`src/common/irq_router_pkg.sv`:
```
package irq_router_pkg;

  // ------------------------------------------------------------
  // Register offsets
  // ------------------------------------------------------------
  localparam logic [7:0] ADDR_SOURCE    = 8'h0C;
  localparam logic [7:0] ADDR_WAKE_CFG  = 8'h2C;
  localparam logic [7:0] ADDR_IRQ_EN    = 8'h2D;
  localparam logic [7:0] ADDR_IRQ_ROUTE = 8'h2E;

  // ------------------------------------------------------------
  // Reset and read values
  // ------------------------------------------------------------
  localparam logic [7:0] RESET_VALUE   = 8'h00;
  localparam logic [7:0] READ_UNMAPPED = 8'h00;
  localparam logic [7:0] NO_BITS       = 8'h00;

  // ------------------------------------------------------------
  // Source bit positions (enable, routing and status share them)
  // ------------------------------------------------------------
  localparam int SRC_SLEEP_WAKE   = 7;
  localparam int SRC_TRANSIENT    = 5;
  localparam int SRC_ORIENT       = 4;
  localparam int SRC_PULSE        = 3;
  localparam int SRC_FALL_MOTION  = 2;
  localparam int SRC_SAMPLE_READY = 0;
  localparam logic [7:0] SRC_MASK = 8'hBD;

  // ------------------------------------------------------------
  // Wake and pin configuration bit positions
  // ------------------------------------------------------------
  localparam int WAKE_TRANSIENT   = 6;
  localparam int WAKE_ORIENT      = 5;
  localparam int WAKE_PULSE       = 4;
  localparam int WAKE_FALL_MOTION = 3;
  localparam int CFG_POLARITY     = 1;
  localparam int CFG_OUTPUT_TYPE  = 0;
  localparam logic [7:0] WAKE_CFG_MASK = 8'h7B;

endpackage : irq_router_pkg

```
`src/logic/irq_pin_driver.sv`:
```
module irq_pin_driver
(
  // Clock and reset
  input  wire logic clk,
  input  wire logic rst,
  // Request and configuration
  input  wire logic assert_req,
  input  wire logic polarity,
  input  wire logic open_drain,
  // Pin
  output logic      pin_out,
  output logic      pin_oe
);

  typedef struct packed {
    logic out;
    logic oe;
  } pin_state_t;

  pin_state_t q;
  pin_state_t d;

  // ------------------------------------------------------------
  // Pin level and drive
  // ------------------------------------------------------------
  always_comb
  begin
    d     = q;
    d.out = assert_req ? polarity : !polarity;
    // Open drain only pulls to the active level
    d.oe  = open_drain ? assert_req : 1'b1;        // see R06
  end

  always_ff @(posedge clk)
  begin
    if (rst)
    begin
      // Idle push-pull, active low: drive high
      q <= '{out: 1'b1, oe: 1'b1};
    end
    else
    begin
      q <= d;
    end
  end

  assign pin_out = q.out;
  assign pin_oe  = q.oe;

  // ------------------------------------------------------------
  // Checks
  // ------------------------------------------------------------
  a_pin_level_pol: assert property (
    @(posedge clk) disable iff (rst)
    pin_oe |-> pin_out == ($past(assert_req) ? $past(polarity)
                                              : !$past(polarity)))
  else $error("pin level does not follow polarity");

  a_od_release: assert property (
    @(posedge clk) disable iff (rst)
    (open_drain && !assert_req) |=> !pin_oe)
  else $error("open drain pin driven while idle");

  a_pp_driven: assert property (
    @(posedge clk) disable iff (rst)
    !open_drain |=> pin_oe)
  else $error("push-pull pin released");

endmodule : irq_pin_driver

```
`src/logic/sensor_interrupt_router.sv`:
```
// Summary of operation
// Transient wake bit lets transient wake sleep
// Orientation wake bit lets orientation wake sleep
// Pulse wake bit lets pulse wake sleep
// Fall/motion wake bit lets it wake sleep
// Polarity bit: zero active low, one high
// Output type: zero push-pull, one open drain
// Enable bit 7 gates auto-sleep/wake events
// Enable bit 5 gates transient events
// Enable bit 4 gates orientation events
// Enable bit 3 gates pulse events
// Enable bit 2 gates fall/motion events
// Enable bit 0 gates data-ready events
// Only enabled sources reach either pin
// Route bit zero to pin two, one to one
// Host reads source register to find causes
// Wake/pin config bits 6,5,4,3,1,0 layout
// Pin asserted while any routed flag active
// Open drain drives active only; unused bits zero
module sensor_interrupt_router
(
  // Clock and reset
  input  wire logic       CLOCK,
  input  wire logic       SYS_RST,
  // Internal register port
  input  wire logic [7:0] REG_ADDR,
  input  wire logic       REG_WR,
  input  wire logic [7:0] REG_WDATA,
  input  wire logic       REG_RD,
  output logic      [7:0] REG_RDATA,
  // Detector event flags and power state
  input  wire logic       EVT_SLEEP_WAKE,
  input  wire logic       EVT_TRANSIENT,
  input  wire logic       EVT_ORIENT,
  input  wire logic       EVT_PULSE,
  input  wire logic       EVT_FALL_MOTION,
  input  wire logic       EVT_SAMPLE_READY,
  input  wire logic       SLEEP_MODE,
  // Wake request to the power controller
  output logic            WAKE_REQ,
  // Interrupt pins
  output logic            IRQ_PIN_ONE_OUT,
  output logic            IRQ_PIN_ONE_OE,
  output logic            IRQ_PIN_TWO_OUT,
  output logic            IRQ_PIN_TWO_OE
);

  // ------------------------------------------------------------
  // State
  // ------------------------------------------------------------
  typedef struct packed {
    logic [7:0] wake_cfg;
    logic [7:0] irq_en;
    logic [7:0] irq_route;
    logic [7:0] rdata;
    logic       wake;
  } core_state_t;

  core_state_t q;
  core_state_t d;

  logic [7:0] evt_vec;
  logic [7:0] evt_live;
  logic [7:0] gated;
  logic [7:0] wake_sel;
  logic       req_one;
  logic       req_two;
  logic       polarity;
  logic       open_drain;

  assign polarity   = q.wake_cfg[irq_router_pkg::CFG_POLARITY];
  assign open_drain = q.wake_cfg[irq_router_pkg::CFG_OUTPUT_TYPE];

  // ------------------------------------------------------------
  // Event gating and routing
  // ------------------------------------------------------------
  always_comb
  begin
    evt_vec = irq_router_pkg::NO_BITS;
    evt_vec[irq_router_pkg::SRC_SLEEP_WAKE]   = EVT_SLEEP_WAKE;
    evt_vec[irq_router_pkg::SRC_TRANSIENT]    = EVT_TRANSIENT;
    evt_vec[irq_router_pkg::SRC_ORIENT]       = EVT_ORIENT;
    evt_vec[irq_router_pkg::SRC_PULSE]        = EVT_PULSE;
    evt_vec[irq_router_pkg::SRC_FALL_MOTION]  = EVT_FALL_MOTION;
    evt_vec[irq_router_pkg::SRC_SAMPLE_READY] = EVT_SAMPLE_READY;

    // Transient, orientation, pulse and fall/motion detectors not allowed to wake are bypassed while asleep
    wake_sel = irq_router_pkg::NO_BITS;
    wake_sel[irq_router_pkg::SRC_TRANSIENT] =
      q.wake_cfg[irq_router_pkg::WAKE_TRANSIENT];
    wake_sel[irq_router_pkg::SRC_ORIENT] =
      q.wake_cfg[irq_router_pkg::WAKE_ORIENT];
    wake_sel[irq_router_pkg::SRC_PULSE] =
      q.wake_cfg[irq_router_pkg::WAKE_PULSE];
    wake_sel[irq_router_pkg::SRC_FALL_MOTION] =
      q.wake_cfg[irq_router_pkg::WAKE_FALL_MOTION];

    evt_live = evt_vec;
    if (SLEEP_MODE)
    begin
      evt_live[irq_router_pkg::SRC_TRANSIENT] =
        evt_vec[irq_router_pkg::SRC_TRANSIENT] &
        wake_sel[irq_router_pkg::SRC_TRANSIENT];
      evt_live[irq_router_pkg::SRC_ORIENT] =
        evt_vec[irq_router_pkg::SRC_ORIENT] &
        wake_sel[irq_router_pkg::SRC_ORIENT];
      evt_live[irq_router_pkg::SRC_PULSE] =
        evt_vec[irq_router_pkg::SRC_PULSE] &
        wake_sel[irq_router_pkg::SRC_PULSE];
      evt_live[irq_router_pkg::SRC_FALL_MOTION] =
        evt_vec[irq_router_pkg::SRC_FALL_MOTION] &
        wake_sel[irq_router_pkg::SRC_FALL_MOTION];
    end

    // Each flag passes only through its own enable bit
    gated   = evt_live & q.irq_en;         // see R07 see R08
                                           // see R10 see R11

    req_one = |(gated & q.irq_route);      // see R14
    req_two = |(gated & ~q.irq_route);     // see R14
  end

  // ------------------------------------------------------------
  // Register port and wake request
  // ------------------------------------------------------------
  always_comb
  begin
    d = q;
    if (REG_WR)
    begin
      case (REG_ADDR)
        irq_router_pkg::ADDR_WAKE_CFG:
          d.wake_cfg = REG_WDATA &
                       irq_router_pkg::WAKE_CFG_MASK;
        irq_router_pkg::ADDR_IRQ_EN:
          d.irq_en = REG_WDATA & irq_router_pkg::SRC_MASK;
        irq_router_pkg::ADDR_IRQ_ROUTE:
          d.irq_route = REG_WDATA &
                        irq_router_pkg::SRC_MASK;
        default:
          d.irq_en = q.irq_en;
      endcase
    end
    // A read in the same cycle as a write returns the old value
    if (REG_RD)
    begin
      case (REG_ADDR)
        irq_router_pkg::ADDR_SOURCE:
          d.rdata = gated;
        irq_router_pkg::ADDR_WAKE_CFG:
          d.rdata = q.wake_cfg;
        irq_router_pkg::ADDR_IRQ_EN:
          d.rdata = q.irq_en;
        irq_router_pkg::ADDR_IRQ_ROUTE:
          d.rdata = q.irq_route;
        default:
          d.rdata = irq_router_pkg::READ_UNMAPPED;
      endcase
    end
    // Only wake-enabled detectors raise the wake request while asleep
    d.wake = SLEEP_MODE && |(gated & wake_sel);  // see R01
                                                 // see R03
  end

  always_ff @(posedge CLOCK)
  begin
    if (SYS_RST)
    begin
      q <= '{wake_cfg:  irq_router_pkg::RESET_VALUE,
             irq_en:    irq_router_pkg::RESET_VALUE,
             irq_route: irq_router_pkg::RESET_VALUE,
             rdata:     irq_router_pkg::RESET_VALUE,
             wake:      1'b0};
    end
    else
    begin
      q <= d;
    end
  end

  assign REG_RDATA = q.rdata;
  assign WAKE_REQ  = q.wake;

  // ------------------------------------------------------------
  // Pin drivers
  // ------------------------------------------------------------
  irq_pin_driver u_pin_one
  (
    .clk        (CLOCK),
    .rst        (SYS_RST),
    .assert_req (req_one),
    .polarity   (polarity),
    .open_drain (open_drain),
    .pin_out    (IRQ_PIN_ONE_OUT),
    .pin_oe     (IRQ_PIN_ONE_OE)
  );

  irq_pin_driver u_pin_two
  (
    .clk        (CLOCK),
    .rst        (SYS_RST),
    .assert_req (req_two),
    .polarity   (polarity),
    .open_drain (open_drain),
    .pin_out    (IRQ_PIN_TWO_OUT),
    .pin_oe     (IRQ_PIN_TWO_OE)
  );

  // ------------------------------------------------------------
  // Checks
  // ------------------------------------------------------------
  a_sleep_trans_bypass: assert property (
    @(posedge CLOCK) disable iff (SYS_RST)
    (SLEEP_MODE && !q.wake_cfg[irq_router_pkg::WAKE_TRANSIENT])
      |-> !gated[irq_router_pkg::SRC_TRANSIENT])
  else $error("transient passed while bypassed in sleep");

  a_sleep_orient_wake: assert property (
    @(posedge CLOCK) disable iff (SYS_RST)
    (SLEEP_MODE && EVT_ORIENT
      && q.wake_cfg[irq_router_pkg::WAKE_ORIENT]
      && q.irq_en[irq_router_pkg::SRC_ORIENT]) |=> WAKE_REQ)
  else $error("orientation event did not wake");

  a_sleep_pulse_quiet: assert property (
    @(posedge CLOCK) disable iff (SYS_RST)
    (SLEEP_MODE && !q.wake_cfg[irq_router_pkg::WAKE_PULSE]
      && (evt_vec & ~(8'h01 << irq_router_pkg::SRC_PULSE)) == 8'h00)
      |=> !WAKE_REQ)
  else $error("bypassed pulse raised wake");

  a_sleep_fall_wake: assert property (
    @(posedge CLOCK) disable iff (SYS_RST)
    (SLEEP_MODE && EVT_FALL_MOTION
      && q.wake_cfg[irq_router_pkg::WAKE_FALL_MOTION]
      && q.irq_en[irq_router_pkg::SRC_FALL_MOTION]) |=> WAKE_REQ)
  else $error("fall/motion event did not wake");

  a_awake_no_wake: assert property (
    @(posedge CLOCK) disable iff (SYS_RST)
    !SLEEP_MODE |=> !WAKE_REQ)
  else $error("wake request while awake");

  a_disabled_silent: assert property (
    @(posedge CLOCK) disable iff (SYS_RST)
    (q.irq_en == 8'h00) |-> (!req_one && !req_two))
  else $error("pin request with all sources disabled");

  a_sleep_wake_gate: assert property (
    @(posedge CLOCK) disable iff (SYS_RST)
    !q.irq_en[irq_router_pkg::SRC_SLEEP_WAKE]
      |-> !gated[irq_router_pkg::SRC_SLEEP_WAKE])
  else $error("auto-sleep event passed while disabled");

  a_ready_route: assert property (                  // see R12
    @(posedge CLOCK) disable iff (SYS_RST)
    (EVT_SAMPLE_READY && q.irq_en[irq_router_pkg::SRC_SAMPLE_READY]
      && !q.irq_route[irq_router_pkg::SRC_SAMPLE_READY]) |-> req_two)
  else $error("data-ready not routed to pin two");

  a_pin_one_active: assert property (               // see R17
    @(posedge CLOCK) disable iff (SYS_RST)
    req_one |=> IRQ_PIN_ONE_OUT == $past(polarity))
  else $error("pin one not at active level");

  a_pin_two_idle: assert property (                 // see R17
    @(posedge CLOCK) disable iff (SYS_RST)
    !req_two |=> (!IRQ_PIN_TWO_OE
                  || IRQ_PIN_TWO_OUT == !$past(polarity)))
  else $error("pin two not released when idle");

  a_enable_write: assert property (                 // see R18
    @(posedge CLOCK) disable iff (SYS_RST)
    (REG_WR && REG_ADDR == irq_router_pkg::ADDR_IRQ_EN)
      |=> q.irq_en == ($past(REG_WDATA) & irq_router_pkg::SRC_MASK))
  else $error("enable register write lost");

  a_cfg_layout: assert property (
    @(posedge CLOCK) disable iff (SYS_RST)
    (REG_WR && REG_ADDR == irq_router_pkg::ADDR_WAKE_CFG)
      |=> (polarity ==
             $past(REG_WDATA[irq_router_pkg::CFG_POLARITY])
           && open_drain ==
             $past(REG_WDATA[irq_router_pkg::CFG_OUTPUT_TYPE])
           && (q.wake_cfg & ~irq_router_pkg::WAKE_CFG_MASK) == 8'h00))
  else $error("wake/pin config layout wrong");

  a_source_read: assert property (
    @(posedge CLOCK) disable iff (SYS_RST)
    (REG_RD && REG_ADDR == irq_router_pkg::ADDR_SOURCE)
      |=> REG_RDATA == $past(gated))
  else $error("source register read mismatch");

endmodule : sensor_interrupt_router

```
`config.mk`:
```
export PLATFORM = sky130hd
export DESIGN_NAME = sensor_interrupt_router
export DESIGN_NICKNAME = d
export VERILOG_FILES = /design/src/common/irq_router_pkg.sv /design/src/logic/irq_pin_driver.sv /design/src/logic/sensor_interrupt_router.sv
export SDC_FILE = /design/constraint.sdc
export NUM_CORES = 1
export LEC_CHECK = 0
export ABC_CLOCK_PERIOD_IN_PS = 2400
export BUFFER_PORTS_ARGS = -buffer_cell sky130_fd_sc_hd__clkbuf_2
export CORE_MARGIN = 1.5
export CORE_UTILIZATION = 50
export CTS_CLUSTER_SIZE = 8
export DETAILED_ROUTE_END_ITERATION = 10
export PLACE_DENSITY_LB_ADDON = 0.3
export SLEW_MARGIN = 20
export SYNTH_ARGS = -nofsm -noshare
export SYNTH_HDL_FRONTEND = slang
export SYNTH_SLANG_ARGS = --single-unit
export TNS_END_PERCENT = 50
```
`constraint.sdc`:
```
create_clock -name CLOCK -period 2.4 [get_ports CLOCK]
set_input_delay 0.48 -clock CLOCK [delete_from_list [all_inputs] [get_ports CLOCK]]
set_output_delay 0.48 -clock CLOCK [all_outputs]
set_load 0.02 [all_outputs]
```
# Yosys cells after proc, flatten, opt, wreduce, memory -nomap -nowiden
# Index checks and enable logic that the tools add are counted.
[classes]
eq_ne = 4
n_mux = 4
bitwise = 10
reduce_logical = 9
[ops]
columns = ["operator", "count"]
rows = [
  ["$pmux 8 s4", 1],
  ["$and 8x8->8", 3],
  ["$eq 8x6->1 const B", 3],
  ["$reduce_or 8->1", 3],
  ["$and 8x6->8", 1],
  ["$eq 8x4->1 const B", 1],
  ["$not 8->8", 1],
  ["$reduce_and 2->1", 3],
  ["$and 1x1->1", 4],
  ["$mux 4", 1],
  ["$mux 1", 2],
  ["$reduce_or 2->1", 1],
  ["$logic_and 1x1->1", 1],
  ["$logic_not 1->1", 1],
  ["$not 1->1", 1],
]
[word_totals]
register_bits = 31
in_bits = 27
output_inout_bits = 13
word_cells = 36

# Longest topological paths before layout
# Gate-level depths: netlist of run 1.
[depth]
ltp_word = 6
mapped_depth = 6
ltp_nobuf = 4

# Cells and area by module
# From an unflattened synthesis of run 1, not the netlist that was laid out.
[hier_totals]
hier_cells = 169
area_unflattened_um2 = 1520.2
[modules_own_cells]
columns = ["mod", "instances", "cells_per_inst", "area_per_inst_um2", "seq_area_each_um2"]
rows = [
  ["sensor_interrupt_router", 1, 157, 1395.1, 540.5],
  ["irq_pin_driver", 2, 6, 62.6, 40.0],
]

# Worst setup path before layout of run 1
# Ideal clock, no wire load.
[synth_path]
kind = "input-to-reg"
from = "in REG_ADDR[7]"
to = "reg q[17] in the netlist's numbering"
setup_time_ps = 128
arrival_ps = 1781
required_ps = 2272
slack_ps = 492
stages = 6
n_path_buf = 2
path_cell_list = "or3_1 -> buf_6 -> or4_4 -> buf_6 -> mux2i_1 -> nor2_1"
[synth_between]
elab_chain_len = 2
[synth_rtl]
columns = ["item", "line_no", "text"]
rows = [
  ["from (decl)", "sensor_interrupt_router.sv:26", "input wire logic [7:0] REG_ADDR,"],
  ["$eq 8x6->1", "sensor_interrupt_router.sv:131", "case (REG_ADDR)"],
  ["$reduce_and 2->1 (no line)", "--", ""],
  ["to (signal assigned)", "sensor_interrupt_router.sv:169", "q <= '{wake_cfg: irq_router_pkg::RESET_VALUE,"],
  ["to (decl)", "sensor_interrupt_router.sv:59", "core_state_t q;"],
]
# No other way between the ends.
# A chain may end at the register's enable or synchronous reset.

# Final worst setup path of run 1
[layout_path]
from = "in REG_ADDR[7]"
to = "reg q[20] in the netlist's numbering"
# Same word-level chain as after synthesis.

==> impl_metrics.json, run 1 <==
{
  "outcome": "finished clean",
  "max_clock_freq_mhz": 590,
  "rows": 20,
  "end_kind": "register",
  "synth_cells": 176,
  "fin_ws_ps": 705,
  "coreArea_mm2": 0.00303,
  "antenna_found_initial": 0,
  "worst_pin_slew_ps": 565,
  "avgSynthCellArea_um2": 9.03,
  "grt_use_total": 0.223,
  "timing.hold.ws_ps": 394,
  "synthToLayoutAreaGrowth_pct": 13.9,
  "portBuffers": 39,
  "rsz0062_at_grt": "no",
  "post-cts-setup-buffer-count": 0,
  "hold_buffers": 0,
  "leakagePower_nw": 0.766,
  "seqPwrFrac": 0.553,
  "max_cap_violations": 0,
  "p_comb_frac": 0.073,
  "clkPwrFrac": 0.374,
  "reg2regPathDepth": 4,
  "routed_wl_um": 3580,
  "start_kind": "input pin",
  "drive_gt1_frac": 0.254,
  "final.setup_skew_ps": 6.83,
  "pre_cts_ws_ps": 364,
  "grt_overflow": 0,
  "dieArea_mm2": 0.00353,
  "post_cts_resized": 0,
  "ioPinCount": 40,
  "nFillCells": 279,
  "switching_share": 0.234,
  "drt_drc_violations_left": 0,
  "rr_endpoint": "u_pin_one.pin_out",
  "cp_max_fo": 6,
  "cellPowerDensity_mw_per_mm2": 515,
  "critical_path_required_ps": 2630,
  "clock_latency_ps": 330,
  "hold_violations": 0,
  "ys_ff_latch": 31,
  "ant_nets": 0,
  "critPathBufInv": 1,
  "worst_hold_path_type": "in -> reg",
  "cts_buffer_depth": 2,
  "hp-start": "REG_WDATA[7]",
  "slew-limit-headroom": 0.620,
  "critical_path.top_delay_family": "simple AND/OR/NAND/NOR gates",
  "root_buffer": "clkbuf_4",
  "cts-buffers-inserted": 5,
  "total_power_w": 0.000932,
  "dp_hpwl_um": 2710,
  "start_util": 0.525,
  "grt_pass1_wl_um": 5800,
  "grt_max_degree": 26,
  "fin_nets": 235,
  "tns_ps": 0,
  "critical_path.max_stage_delay_ps": 600,
  "first_iter_violations": 46,
  "yosysWarningCount": 0,
  "p_switching_w": 0.000218,
  "critPathSlowestCell": "or4_4",
  "die_h_um": 59.4,
  "finalMaxSlewViolations": 0,
  "first_pass_iters": 4,
  "holdPathEnd": "q[24]",
  "internal_power_w": 0.000714,
  "rrSetupSlack_ps": 830,
  "yosysSeqAreaShare": 0.391,
  "path_cells": "clkbuf_2 -> or3_1 -> or4_4 -> mux2i_1 -> nor2_1",
  "cts_sinks": 31,
  "gp_congestion": 0.832,
  "ys_types": 33,
  "whs_path_depth": 3,
  "peakVddDrop_uv": 332,
  "cts_max_level": 2,
  "avgViaCountPerCell": 5.48,
  "die-width_um": 59.4,
  "finalSetupViolations": 0,
  "cts.clk_slew.worst_paths_ps": 100,
  "crit_type": "in -> reg",
  "r2r_start": "q[29]",
  "antenna_cells": 0,
  "syn-cell-area_mm2": 0.00159,
  "critPathArrivalTime_ps": 1920,
  "fin_crit_ps": 1700,
  "finalCritPeriodShare": 0.706,
  "grt_pass1_vias": 1239,
  "syn-num-nets": 203,
  "vias": 1387,
  "cts_tree": "done",
  "wl_per_cell_um": 14.2
}
## registers in the layout (all words and copies together), names as in the netlist
register,count
u_pin_two.pin_oe,1
u_pin_one.pin_out,1
u_pin_one.pin_oe,1
REG_RDATA,8
WAKE_REQ,1
open_drain,1
q,16
u_pin_two.pin_out,1
polarity,1
## how the worst max path moves through the flow
stage                            from      endpoint  cells past startpoint
after global routing      REG_ADDR[7]  REG_RDATA[3]                      5
final                     REG_ADDR[7]         q[20]                      5
after CTS                 REG_ADDR[7]         q[20]                      5
after detailed placement  REG_ADDR[7]         q[20]                      5
after global placement    REG_ADDR[7]         q[16]                      5
after floorplan           REG_ADDR[7]         q[17]                      6
## synthesized netlist by cell type
master,count,area [um2]
or4_1,1,7.51
nand2_1,14,52.6
nor4_4,1,21.3
nor2_1,25,93.8
nor3b_1,3,22.5
nand2b_1,4,25.0
or3b_1,1,8.76
nor4b_2,1,15.0
a41oi_1,1,8.76
inv_1,2,7.51
o2bb2ai_1,4,35.0
buf_4,8,60.1
nand3b_1,4,30.0
nor3_2,1,10.0
o21ai_0,4,20.0
nand3_1,6,30.0
a21oi_1,3,15.0
nand4_1,2,12.5
buf_2,1,5.00
a22o_1,2,17.5
buf_6,3,33.8
mux2i_1,24,240
nor4_1,2,12.5
or4_4,2,22.5
clkbuf_1,4,15.0
nor3_1,3,15.0
o311ai_0,2,17.5
o21ai_1,2,10.0
a32oi_1,2,17.5
nor2b_1,8,50.1
or3_1,1,6.26
dfxtp_1,31,621
a22oi_1,4,30.0
## worst register-to-register path: stages, from the launching register on
cell and delay (ps):
dfxtp_1 350, nor2b_1 190, o311ai_0 160, nor4_1 570
mux2i_1 240
## power groups by stage
stage                logic, W  clock network (W)  registers, W
floorplan           0.0000347                  0      0.000527
global placement    0.0000655                  0      0.000527
detailed placement  0.0000672                  0      0.000527
CTS                 0.0000679           0.000351      0.000515
global route        0.0000745           0.000379      0.000515
finish              0.0000682           0.000349      0.000515
## layout by cell type, fill, tap and decap left out, drive strengths merged
| cell type | n |
|---|---|
| clkbuf | 47 |
| dfxtp | 31 |
| nor2 | 25 |
| mux2i | 24 |
| nand2 | 14 |
| nor2b | 8 |
| nand3 | 6 |
| o21ai | 6 |
| o2bb2ai | 4 |
| nand2b | 4 |
| nand3b | 4 |
| a22oi | 4 |
| nor3 | 4 |
| a21oi | 3 |
| nor3b | 3 |
| or4 | 3 |
| nor4 | 3 |
| inv | 2 |
| a32oi | 2 |
| a22o | 2 |
| o311ai | 2 |
| nand4 | 2 |
| buf | 2 |
| or3 | 1 |
| nor4b | 1 |
| a41oi | 1 |
| or3b | 1 |
## per-layer routing
layer | track usage | vias to the layer above | share of wire
met5 | 0 | - | 0
met4 | 0.0974 | 0 | 0.020
met3 | 0.0480 | 10 | 0.058
met2 | 0.370 | 45 | 0.50
met1 | 0.275 | 645 | 0.43
li1 | - | 687 | -
## cells by family (layout without fill, tap and decap cells)
group / count (synthesis) / in the layout / share of synthesized area
DFF: 31 / 31 / 0.391
buffers and inverters: 18 / 51 / 0.0764
and+or+nand+nor: 79 / 79 / 0.274
muxes: 24 / 24 / 0.151
AOI/OAI and AO/OA: 24 / 24 / 0.108
## final cells by class
cell class | instances | area [um2] | share of cell area
clock buffer | 8 | 68.8 | 0.0380
inverter | 2 | 7.51 | 0.00415
tap | 44 | 55.1 | 0.0304
timing repair buffer | 41 | 210 | 0.116
multi-input combinational | 127 | 847 | 0.468
sequential | 31 | 621 | 0.343
## metrics by stage
| stage | util | instance area, um2 | instances |
|---|---|---|---|
| 6_report | 0.598 | 1810 | 253 |
| 5_1_grt | 0.598 | 1810 | 253 |
| 4_1_cts | 0.598 | 1810 | 253 |
| 3_5_place_dp | 0.575 | 1740 | 245 |
| 3_3_place_gp | 0.575 | 1740 | 245 |
| 2_1_floorplan | - | 1590 | 176 |
No activity file was read; power rests on OpenSTA's default activity.
==> run 2, diff against run 1 <==
--- a/config.mk
+++ b/config.mk
@@ -5,10 +5,10 @@
 export SDC_FILE = /design/constraint.sdc
 export NUM_CORES = 1
 export LEC_CHECK = 0
-export ABC_CLOCK_PERIOD_IN_PS = 2400
+export ABC_CLOCK_PERIOD_IN_PS = 1400
 export BUFFER_PORTS_ARGS = -buffer_cell sky130_fd_sc_hd__clkbuf_2
 export CORE_MARGIN = 1.5
-export CORE_UTILIZATION = 50
+export CORE_UTILIZATION = 47
 export CTS_CLUSTER_SIZE = 8
 export DETAILED_ROUTE_END_ITERATION = 10
 export PLACE_DENSITY_LB_ADDON = 0.3
==> constraint.sdc (replaced) <==
create_clock -name CLOCK -period 1.4 [get_ports CLOCK]
set_input_delay 0.28 -clock CLOCK [delete_from_list [all_inputs] [get_ports CLOCK]]
set_output_delay 0.28 -clock CLOCK [all_outputs]
set_load 0.02 [all_outputs]
==> impl_metrics.json, run 2 (synthesis gave the netlist of run 1 again) <==
{
  "outcome": "finished clean",
  "r2r_start": "q[20]",
  "rsz0062_at_grt": "yes",
  "cts-buffers-inserted": 5,
  "wl_per_cell_um": 14.6,
  "final.setup_skew_ps": 10.4,
  "startpoint": "q[20]",
  "crit_type": "reg -> reg",
  "cts_tree": "done",
  "nFillCells": 293,
  "synthToLayoutAreaGrowth_pct": 23.6,
  "finalSetupViolations": 0,
  "drt_drc_violations_left": 0,
  "clock_latency_ps": 330,
  "layout_common_cells": "clkbuf_2, dfxtp_1, nor2_1",
  "first_pass_iters": 4,
  "ant_nets": 0,
  "die-width_um": 61.1,
  "gp_congestion": 0.904,
  "portBuffers": 39,
  "dp.cells": 263,
  "cts_buffer_depth": 2,
  "grt_overflow": 0,
  "final_common_cell": "clkbuf_2",
  "end_kind": "register",
  "leakagePower_nw": 0.861,
  "ioPinCount": 40,
  "post-cts-setup-buffer-count": 0,
  "start_util": 0.508,
  "grt_pass1_vias": 1435,
  "fin_nets": 253,
  "rows": 20,
  "root_buffer": "clkbuf_4",
  "max_clock_freq_mhz": 724,
  "cts_max_level": 2,
  "cellPowerDensity_mw_per_mm2": 834,
  "worst_hold_path_type": "in -> reg",
  "avgViaCountPerCell": 5.47,
  "finalMaxSlewViolations": 0,
  "dp_hpwl_um": 3070,
  "first_iter_violations": 71,
  "total_power_w": 0.00164,
  "fin_crit_ps": 1380,
  "peakVddDrop_uv": 531,
  "hold_buffers": 0,
  "grt_max_degree": 26,
  "antenna_found_initial": 0,
  "top_register": "q",
  "hp-start": "REG_WDATA[1]",
  "max_cap_violations": 0,
  "drive_gt1_frac": 0.339,
  "hold_violations": 0,
  "worst_pin_slew_ps": 467,
  "cp_max_fo": 3,
  "antenna_cells": 0,
  "grt_use_total": 0.237,
  "start_kind": "register",
  "timing.hold.ws_ps": 182,
  "slew-limit-headroom": 0.685,
  "grt_pass1_wl_um": 6400,
  "cts_sinks": 31,
  "routed_wl_um": 3970,
  "finalCritPeriodShare": 0.987,
  "critPathArrivalTime_ps": 1600,
  "largest_reg_flops": 16,
  "vias": 1483,
  "cts.clk_slew.worst_paths_ps": 100,
  "critical_path_required_ps": 1620,
  "dieArea_mm2": 0.00374,
  "final_cells": 271,
  "coreArea_mm2": 0.00313,
  "die_h_um": 61.1,
  "tns_ps": 0
}
-- run 2: per-stage QoR --
step / setup WS, ps / util / area [um2]
floorplan: -246 / - / 1590
global placement: -332 / 0.600 / 1880
detailed placement: -381 / 0.600 / 1880
CTS: 21.1 / 0.626 / 1960
global route: -5.64 / 0.628 / 1960
finish: 18.4 / 0.628 / 1960
-- run 2: area by class of cell --
type / count / area, um2 / share of cell area
Clock inverter: 1 / 7.51 / 0.00382
Timing Repair Buffer: 59 / 345 / 0.176
Clock buffer: 7 / 65.1 / 0.0331
Inverter: 2 / 7.51 / 0.00382
Multi-Input combinational cell: 127 / 863 / 0.439
Tap cell: 44 / 55.1 / 0.0280
Sequential cell: 31 / 621 / 0.316
-- run 2: power by group --
| group | total, W | switching [W] | internal [W] |
|---|---|---|---|
| registers | 0.000883 | 0.000000732 | 0.000882 |
| logic | 0.000148 | 0.0000788 | 0.0000691 |
| clock network | 0.000609 | 0.000315 | 0.000293 |
| total | 0.00164 | 0.000395 | 0.00124 |
-- run 2: path summary, 6_finish.rpt --
check | to | slack, ps | cells after the start
max | u_pin_two.pin_out | 20 | 5
min | polarity | 180 | 3
max reg2reg | u_pin_two.pin_out | 20 | 5
min reg2reg | REG_RDATA[7] | 450 | 2
-- run 2: timing repair --
| action | CTS | global route |
|---|---|---|
| resized for setup | 2 | 4 |
| endpoints found under the setup margin | 6 | 2 |
| pin swaps | 1 | 1 |
-- run 2: routing by layer --
| layer | track usage | share of wire | wire length, um | up-vias |
|---|---|---|---|---|
| met4 | 0.106 | 0.022 | 89 | 0 |
| met2 | 0.406 | 0.50 | 1990 | 52 |
| met3 | 0.0588 | 0.059 | 234 | 10 |
| met1 | 0.278 | 0.42 | 1650 | 697 |
| met5 | 0 | 0 | 0 | - |
| li1 | - | - | - | 724 |
-- run 2: worst max-delay path, stage by stage, from the launching register on --
cell	delay [ps]
dfxtp_1	360
nand2_1	100
o311ai_0	470
nor4_1	90
buf_4	160
mux2i_1	110
